===== config.mk =====
export PLATFORM = sky130hd
export DESIGN_NAME = oir_regs
export DESIGN_NICKNAME = d
export VERILOG_FILES = /design/src/logic/oir_pkg.sv /design/src/logic/oir_regs.sv
export SDC_FILE = /design/constraint.sdc
export NUM_CORES = 1
export LEC_CHECK = 0
export ABC_AREA = 1
export BUFFER_PORTS_ARGS = -buffer_cell sky130_fd_sc_hd__buf_4
export CORE_UTILIZATION = 45
export CTS_CLUSTER_DIAMETER = 40
export DETAILED_ROUTE_END_ITERATION = 6
export PLACE_DENSITY_LB_ADDON = 0.05
export SLEW_MARGIN = 10
export SYNTH_ARGS = -nofsm -noshare
export SYNTH_HDL_FRONTEND = slang
export SYNTH_SLANG_ARGS = --single-unit

===== constraint.sdc =====
create_clock -name clk -period 1.1 [get_ports clk]
set_input_delay 0.22 -clock clk [delete_from_list [all_inputs] [get_ports clk]]
set_output_delay 0.22 -clock clk [all_outputs]
set_load 0.01 [all_outputs]

===== src/logic/oir_pkg.sv =====
// package for the node id, rom mapping and failed-write capture bank
// assumes 32-bit register port with byte offsets and one clock domain
`default_nettype none
package oir_pkg;

  ///////////////////////////////////////////////////////////////////////
  // register offsets (byte addresses) and reset values
  localparam int ADDR_W = 8;
  localparam int DATA_W = 32;
  localparam logic [7:0] OFS_UID_LOW = 8'h28;
  localparam logic [7:0] OFS_ROM_MAP = 8'h34;
  localparam logic [7:0] OFS_FAIL_LOW = 8'h38;
  localparam logic [7:0] OFS_FAIL_HIGH = 8'h3c;
  localparam logic [7:0] OFS_ORG_CODE = 8'h40;
  localparam logic [31:0] UID_LOW_RST = 32'h0000_0000;
  localparam logic [31:0] ROM_MAP_RST = 32'h0000_0000;
  localparam logic [31:0] FAIL_RST = 32'h0000_0000;
  localparam logic [31:0] RD_UNMAPPED = 32'h0000_0000;

  ///////////////////////////////////////////////////////////////////////
  // rom mapping field and the 1394 window it serves
  localparam int ROM_FIELD_LSB = 10;
  localparam int ROM_FIELD_W = 22;
  localparam int ROM_IDX_W = 10;
  localparam int BUS_OFS_W = 48;
  localparam logic [9:0] ROM_LOW_ZERO = 10'h000;
  localparam logic [47:0] ROM_WIN_LO = 48'hffff_f000_0400;
  localparam logic [47:0] ROM_WIN_HI = 48'hffff_f000_07ff;

  ///////////////////////////////////////////////////////////////////////
  // carriers
  typedef struct packed {
    logic [9:0] bus_num;
    logic [5:0] node_num;
    logic [15:0] dest_offset_upper;
  } oir_fail_high_type;

  typedef struct packed {
    logic valid;
    logic [47:0] offset;
  } oir_rom_req_type;

  typedef struct packed {
    logic valid;
    logic [9:0] bus_num;
    logic [5:0] node_num;
    logic [47:0] offset;
  } oir_fail_type;

  typedef struct packed {
    logic valid;
    logic [31:0] data;
  } oir_id_load_type;

endpackage
`default_nettype wire


===== src/logic/oir_regs.sv =====
// node id low half, rom base mapping, failed-write capture, org code
// assumes a one-cycle strobe register port on clk and an external
// serial eeprom loader plus firmware loader for the unique node id
//
// Design decision made here: the address-and-strobe port.
`timescale 1ns/1ns
`default_nettype none

////////////////////////////////////////////////////////////////////////
// How it works
// - id low reads as a fixed 32-bit value, zero after reset
// - id low loads and locks together with the upper id half
// - eeprom loads id if present, else firmware; then frozen
// - in-window rom quadlet read: host address = base plus low ten bits
// - software writes base bits 31..10; bits 9..0 always read zero
// - rom base mapping resets to zero
// - failed posted write stores low 32 destination offset bits
// - failed posted write stores bus number and node number high
// - failed posted write stores upper 16 offset bits in low half
// - capture registers change only on posted-write failures
// - fixed read-only organisation code register
module oir_regs
  import oir_pkg::*;
#(
  parameter logic [31:0] ORG_CODE = 32'h0a5c_3e71 // arbitrary value
) (
  input wire logic clk,
  input wire logic rst_n,
  input wire logic [ADDR_W-1:0] reg_addr,
  input wire logic [DATA_W-1:0] reg_wdata,
  input wire logic reg_wr,
  input wire logic reg_rd,
  output logic [DATA_W-1:0] reg_rdata,
  input wire logic eeprom_present,
  input wire oir_id_load_type eeprom_load,
  input wire oir_id_load_type fw_load,
  output logic unique_node_id_locked,
  input wire oir_rom_req_type rom_req,
  output logic rom_host_valid,
  output logic [DATA_W-1:0] rom_host_addr,
  input wire oir_fail_type posted_fail
);

  //////////////////////////////////////////////////////////////////////
  // declarations
  logic [2:0] present_sync_ff;
  logic present_ff;
  logic nxt_present;
  logic id_locked_ff;
  logic [31:0] unique_id_low_ff;
  logic [31:0] nxt_unique_id_low;
  logic [ROM_FIELD_W-1:0] rom_base_field_ff;
  logic [31:0] dest_offset_lower_ff;
  oir_fail_high_type fail_high_ff;
  logic rom_valid_ff;
  logic [31:0] rom_addr_ff;
  logic [31:0] rdata_ff;
  logic [31:0] nxt_rdata;
  logic [31:0] rom_map_word;
  logic [31:0] rom_sum;
  logic [31:0] read_sel;
  logic hit_uid;
  logic hit_map;
  logic hit_fail_low;
  logic hit_fail_high;
  logic hit_org;
  logic wr_map;
  logic eeprom_take;
  logic fw_take;
  logic id_take;
  logic rom_in_win;

  //////////////////////////////////////////////////////////////////////
  // eeprom strap pin: three flops, accept a change when 2nd and 3rd agree
  always_ff @(posedge clk) begin
    if (!rst_n) begin
      present_sync_ff <= 3'h0;
      present_ff <= 1'b0;
    end else begin
      present_sync_ff <= {present_sync_ff[1:0], eeprom_present};
      present_ff <= nxt_present;
    end
  end

  assign nxt_present = (present_sync_ff[1] == present_sync_ff[2]) ?
                       present_sync_ff[2] : present_ff;

  //////////////////////////////////////////////////////////////////////
  // id load source select and lock
  assign eeprom_take = eeprom_load.valid && present_ff && !id_locked_ff;
  assign fw_take = fw_load.valid && !present_ff && !id_locked_ff;
  assign id_take = eeprom_take || fw_take;
  assign nxt_unique_id_low = eeprom_take ? eeprom_load.data :
                             fw_take ? fw_load.data : unique_id_low_ff;
  assign unique_node_id_locked = id_locked_ff; // shared with upper half

  // id low register: zero on reset, frozen after the first load
  always_ff @(posedge clk) begin
    if (!rst_n) begin
      unique_id_low_ff <= UID_LOW_RST;
      id_locked_ff <= 1'b0;
    end else begin
      unique_id_low_ff <= nxt_unique_id_low;
      id_locked_ff <= id_locked_ff || id_take;
    end
  end

  //////////////////////////////////////////////////////////////////////
  // register address decode
  assign hit_uid = (reg_addr == OFS_UID_LOW);
  assign hit_map = (reg_addr == OFS_ROM_MAP);
  assign hit_fail_low = (reg_addr == OFS_FAIL_LOW);
  assign hit_fail_high = (reg_addr == OFS_FAIL_HIGH);
  assign hit_org = (reg_addr == OFS_ORG_CODE);
  assign wr_map = reg_wr && hit_map;

  // rom mapping field: upper 22 bits writable, low 10 stay zero
  always_ff @(posedge clk) begin
    if (!rst_n) begin
      rom_base_field_ff <= ROM_MAP_RST[31:ROM_FIELD_LSB];
    end else if (wr_map) begin
      rom_base_field_ff <= reg_wdata[31:ROM_FIELD_LSB];
    end
  end

  assign rom_map_word = {rom_base_field_ff, ROM_LOW_ZERO};

  //////////////////////////////////////////////////////////////////////
  // config rom quadlet read translation
  assign rom_in_win = rom_req.valid && (rom_req.offset >= ROM_WIN_LO) &&
                      (rom_req.offset <= ROM_WIN_HI);
  assign rom_sum = rom_map_word +
                   {{(32-ROM_IDX_W){1'b0}}, rom_req.offset[ROM_IDX_W-1:0]};

  // host address pulse one cycle after an in-window request
  always_ff @(posedge clk) begin
    if (!rst_n) begin
      rom_valid_ff <= 1'b0;
      rom_addr_ff <= ROM_MAP_RST;
    end else begin
      rom_valid_ff <= rom_in_win;
      if (rom_in_win) begin
        rom_addr_ff <= rom_sum;
      end
    end
  end

  assign rom_host_valid = rom_valid_ff;
  assign rom_host_addr = rom_addr_ff;

  //////////////////////////////////////////////////////////////////////
  // failed posted write capture, updated only by the error event
  always_ff @(posedge clk) begin
    if (!rst_n) begin
      dest_offset_lower_ff <= FAIL_RST;
      fail_high_ff <= FAIL_RST;
    end else if (posted_fail.valid) begin
      dest_offset_lower_ff <= posted_fail.offset[31:0];
      fail_high_ff.bus_num <= posted_fail.bus_num;
      fail_high_ff.node_num <= posted_fail.node_num;
      fail_high_ff.dest_offset_upper <= posted_fail.offset[47:32];
    end
  end

  //////////////////////////////////////////////////////////////////////
  // read mux; writes to read-only offsets fall through unused
  assign read_sel = hit_uid ? unique_id_low_ff :
                    hit_map ? rom_map_word :
                    hit_fail_low ? dest_offset_lower_ff :
                    hit_fail_high ? fail_high_ff :
                    hit_org ? ORG_CODE :
                    RD_UNMAPPED;
  assign nxt_rdata = reg_rd ? read_sel : RD_UNMAPPED;

  // read data one cycle after the read strobe
  always_ff @(posedge clk) begin
    if (!rst_n) begin
      rdata_ff <= RD_UNMAPPED;
    end else begin
      rdata_ff <= nxt_rdata;
    end
  end

  assign reg_rdata = rdata_ff;
endmodule
`default_nettype wire


==> flow_summary_export.csv, run 1 <==
group,metric,value,unit
run_status,status,"finished, violations left",
run_status,violations,"negative setup slack",
timing,rsz0062_at_grt,"true",
setup_path,worst_setup_path_start_kind,"register",
synthesis,yosysTopAreaCell,"dfxtp_1",
timing,max_freq,754,MHz
timing,period_needed,1330,ps
grt,grt_usage,26.8,%
timing,setup_violations,38,
timing,hold_viol_final,0,
layout,area_growth,50.7,%
setup_path,cp_max_fo,5,
die,pin_count,291,
detailed_routing,drtIter0Drc,520,
setup_path,crit_required,1460,ps
grt,first_global_vias,7902,
synthesis,yosysMostFrequentCell,"nor2_1",
synthesis,synth-seq-cells,188,
detailed_routing,drc,0,
grt,grt_start_max_net_pins,72,
synthesis,synthTopCellsByArea,"dfxtp_1 46%, nor2_1 14%, o21ai_0 6.1%, nand3_1 6.0%, nand2_1 5.7%",
synthesis,asyncSetResetFlopFracSynth,0,%
grt,grt_antenna_before_repair,0,
setup_path,critPathArrivalTime,1690,ps
layout,fin_util,69.1,%
detailed_routing,wl,25.9,mm
timing,timing.final.crit_share,121,%
detailed_routing,ant_nets,0,
placement,dp_hpwl,18.6,mm
hold_path,hp-class,"input port to register",
die,die_h,137,um
pwr,finalPower,0.0154,W
setup_path,crit-reg2reg-launch,"present_ff",
synthesis,syn-cell-area,8210,um^2
detailed_routing,viasPerCell,5.02,
clock_network,cts-root-buf,"clkbuf_16",
detailed_routing,drt_pass1_iterations,7,
pwr,p_per_area,1250,nW/um^2
grt,grt_pass1_wl,38.3,mm
layout,num-nets-final,1702,
clock_network,worstSkewPairLatency,430,ps
clock_network,htree_levels,4,
clock_network,cts_tree,"built",
synthesis,ys_seq_area_share,45.9,%
synthesis,synth_cells,1172,
synthesis,synthFlopType,"dfxtp_1",
setup_path,endpoint_kind,"register",
die,dieArea,18800,um^2
pwr,leakage,5.69,nW
synthesis,syn_area_per_cell,7.00,um^2
timing,worst_slew_margin_rel,77.9,%
synthesis,ys_warn_count,0,
hold_path,min_from,"posted_fail[45]",
die,die_w,137,um
detailed_routing,num_vias,8624,
clock_network,cts_buffers,17,
detailed_routing,drt-wirelength-per-cell,15.1,um
synthesis,yosys.cell_types.count,24,
setup_path,cp-startpoint,"present_ff",
pwr,peakVddDrop,0.00122,V
die,fp-row-count,49,
layout,filler_cell_count,1600,
clock_network,cts.sinks,188,
layout,drive_gt1_share,36.7,%
clock_network,clkTransAtPathRegs,70,ps
timing,maxSlewViolCount,0,
placement,portBuffers,280,
synthesis,synth_nets,1397,
die,core_area,17900,um^2
placement,place_congestion,0.896,
die,initial_core_util,45.8,%
synthesis,synth_top_area_share,45.9,%
layout,diodes,0,
timing,worst_slack,-226,ps
timing,tightest_slew,332,ps
synthesis,synth_top_cells_by_count,"314 x nor2_1, 188 x dfxtp_1, 124 x nand2_1",
job,cap_viol_max_count,0,
timing,finClkSkew,8.94,ps
synthesis,synth_edf_count,0,
setup_path,critical_path_class,"register to register",
grt,overflow,0,
clock_network,clk_path_buf_depth,2,
timing,finalHoldWorstSlack,5.78,ps
[placed cells by master (no fill, tap or decap), drive strengths merged]
cell type / instances
clkinv: 4
nand3: 99
o21ai: 148
clkbuf: 23
nand4: 40
bufinv: 3
inv: 92
dfxtp: 188
nor3: 6
nor2: 338
nand2: 129
a21oi: 53
buf: 358
dlygate4sd3: 3
nand3b: 2
clkinvlp: 1
a31oi: 2
[final cells by class]
class	instances	area, um^2	area share [%]
multi-input combinational	817	3920	31.7
timing repair buffer	365	3360	27.1
inverter	87	342	2.76
timing repair inverter	1	8.76	0.0708
clock buffer	19	443	3.58
sequential	188	3850	31.1
tap	229	287	2.32
clock inverter	12	160	1.29
[sequential cells by signal (all words and copies together), names as in the netlist]
signal                 flops
dest_offset_lower_ff      32
fail_high_ff              32
reg_rdata                 32
rom_host_addr             32
unique_id_low_ff          32
rom_base_field_ff         22
present_sync_ff            3
present_ff                 1
rom_host_valid             1
unique_node_id_locked      1
[report_power, final]
group	switching [W]	internal, W	leakage [nW]
Combinational	0.000859	0.000994	3.82
Sequential	0.000140	0.00705	1.57
Clock	0.00271	0.00366	0.295
Total	0.00371	0.0117	5.69
[kinds of logic (layout without fill, tap and decap cells)]
kind of cell	after synthesis	in the layout	synth area share, %
compound gates	203	203	12.4
simple gates	614	614	32.2
buf+inv	167	484	9.54
flops	188	188	45.9
[per-stage QoR]
step           instance area (um^2)  TNS (ps)  setup WS (ps)  cells
6_report                      12400     -6340           -226   1718
5_1_grt                       12400     -9910           -308   1718
4_1_cts                       11900     -4750           -167   1702
3_5_place_dp                  10900    -31060           -463   1665
3_3_place_gp                  10900    -28830           -414   1665
2_1_floorplan                  8240     -1160          -42.7   1172
[worst paths after layout]
check                                       endpoint  slack, ps  cells after the start
worst max-delay path            unique_id_low_ff[25]       -230                      9
worst min-delay path                fail_high_ff[13]          6                      3
worst max register to register  unique_id_low_ff[25]       -230                      9
worst min register to register    present_sync_ff[1]        420                      2
[critical path, cell delays in order (launching register included)]
cell       delay [ps]
dfxtp_2           360
nand2_2            70
nor2_4            110
inv_2              70
nand2_4           100
clkinv_8           90
clkbuf_16         160
nor2_2             90
o21ai_2            70
a21oi_1           120
[repair_timing]
item / 4_1_cts / 5_1_grt
endpoints found under the hold margin: 3 / 0
pin swaps: 2 / 14
buffers inserted: 3 / 11
gates resized for setup: 129 / 71
gates cloned: 0 / 5
hold buffers: 3 / 0
endpoints found under the setup margin: 91 / 121
[metal layers]
metal / global-route usage (%) / wire length [um] / up-vias
li1: - / - / 4396
met1: 31.0 / 10600 / 3909
met2: 47.7 / 13000 / 279
met3: 5.93 / 1710 / 40
met4: 10.6 / 622 / 0
met5: 0 / 0 / -
(Power assumes the default switching activity.)
==> run 2: changes to the inputs <==
SETUP_SLACK_MARGIN = 0.05   (was unset)
==> flow_summary_export.csv, run 2 (synthesis gave the netlist of run 1 again) <==
group,metric,value,unit
die,fp-row-count,49,
detailed_routing,ant_nets,0,
detailed_routing,wl,26.5,mm
timing,finClkSkew,8.42,ps
timing,worst_slew_margin_rel,79.6,%
layout,num-nets-final,1703,
setup_path,endpoint_kind,"register",
timing,maxSlewViolCount,0,
pwr,peakVddDrop,0.000945,V
grt,grt_pass1_wl,38.2,mm
clock_network,cts_buffers,17,
placement,place_congestion,0.829,
grt,grt_usage,26.7,%
die,dieArea,18800,um^2
detailed_routing,drt-wirelength-per-cell,15.4,um
grt,grt_start_max_net_pins,60,
die,initial_core_util,45.8,%
die,core_area,17900,um^2
clock_network,cts.sinks,188,
layout,diodes,0,
clock_network,clk_path_buf_depth,2,
job,cap_viol_max_count,0,
timing,setup_violations,46,
run_status,status,"finished, violations left",
placement,dp_hpwl,19.1,mm
detailed_routing,num_vias,8706,
clock_network,cts_tree,"built",
layout,drive_gt1_share,40.2,%
layout,final_cell_area,12700,um^2
layout,area_growth,54.3,%
layout,layout_commonest_cell,"nor2_1",
timing,worst_slack,-177,ps
clock_network,worstSkewPairLatency,430,ps
setup_path,crit_required,1460,ps
layout,final_cell_mix,"276 x nor2_1, 255 x buf_4, 121 x dfxtp_1",
layout,fin_cells,1718,
timing,hold_viol_final,0,
pwr,leakage,5.76,nW
hold_path,hp-class,"input port to register",
setup_path,worst_setup_path_start_kind,"register",
grt,first_global_vias,7479,
timing,tightest_slew,304,ps
die,die_w,137,um
grt,overflow,0,
timing,rsz0062_at_grt,"true",
layout,filler_cell_count,1498,
placement,place_ws,-399,ps
timing,max_freq,783,MHz
setup_path,cp_max_fo,8,
placement,dp_cells,1670,
die,die_h,137,um
clock_network,cts-root-buf,"clkbuf_16",
clock_network,clkTransAtPathRegs,70,ps
timing,period_needed,1280,ps
placement,post_dp_cell_area,11200,um^2
clock_network,htree_levels,4,
timing,timing.final.crit_share,116,%
detailed_routing,viasPerCell,5.07,
run_status,violations,"negative setup slack",
pwr,p_per_area,1180,nW/um^2
setup_path,critical_path_class,"register to register",
setup_path,critPathArrivalTime,1640,ps
grt,grt_antenna_before_repair,0,
detailed_routing,drt_pass1_iterations,6,
detailed_routing,drc,0,
placement,portBuffers,280,
detailed_routing,drtIter0Drc,740,
die,pin_count,291,
## run 2: changes by cell type in the layout (fill, tap and decap cells not counted), moves of 4 or more
cell,change
nand3_2,+27
dfxtp_4,+4
nor2_1,-23
o21ai_1,+12
o21ai_0,-9
nand3_1,-27
buf_6,+11
nor2_2,+21
buf_4,-11
dfxtp_2,-4
## run 2: through the flow
stage               util (%)  power, W  hold slack (ps)  setup TNS [ps]
floorplan                  -   0.00807              318           -1160
global placement        62.4   0.00904              394          -26570
detailed placement      62.4   0.00906              401          -29160
CTS                     67.9    0.0149             7.56           -4520
global route            70.7    0.0155             10.5           -8260
finish                  70.7    0.0150             13.5           -5260
## run 2: repair_timing
| item | in CTS | in global routing |
|---|---|---|
| resized for setup | 148 | 85 |
| hold buffers | 1 | 0 |
| hold endpoints to repair | 1 | 0 |
| buffers inserted | 3 | 6 |
| pin swaps | 5 | 52 |
| gates cloned | 0 | 8 |
| setup endpoints to repair | 100 | 131 |
## run 2: where the power goes
part / switching [W] / internal, W
registers: 0.000166 / 0.00704
logic: 0.000858 / 0.000973
clock network: 0.00270 / 0.00325
## run 2: critical path, stage by stage (launching register included)
cell	delay (ps)
dfxtp_4	380
nand2_4	50
nor2_4	120
inv_2	70
nand2_4	90
inv_8	60
buf_12	140
nor2_4	100
o21ai_2	60
a21oi_1	130
## run 2: final cells by class
cell class,instances,area [um^2],area share [%]
tap,229,287,2.26
multi-input combinational,818,4150,32.8
sequential,188,3860,30.5
timing repair buffer,366,3450,27.2
clock inverter,11,110,0.870
clock buffer,19,453,3.58
inverter,87,354,2.80
## run 2: path summary, 6_finish.rpt
check,startpoint,endpoint,slack (ps),depth (start not counted)
worst max register to register,present_ff,unique_id_low_ff[12],-180,9
worst max-delay path,present_ff,unique_id_low_ff[12],-180,9
worst min register to register,present_sync_ff[0],present_sync_ff[1],410,2
worst min-delay path,posted_fail[54],fail_high_ff[22],10,3
## run 2: per-layer routing
metal	wire [um]	vias to the layer above	part of all wire, %	global-route usage (%)
met5	0	-	0	0
met4	351	0	1.3	7.14
met3	1770	27	6.7	5.52
met2	12600	295	47	42.9
met1	11800	3974	45	36.3
li1	-	4410	-	-
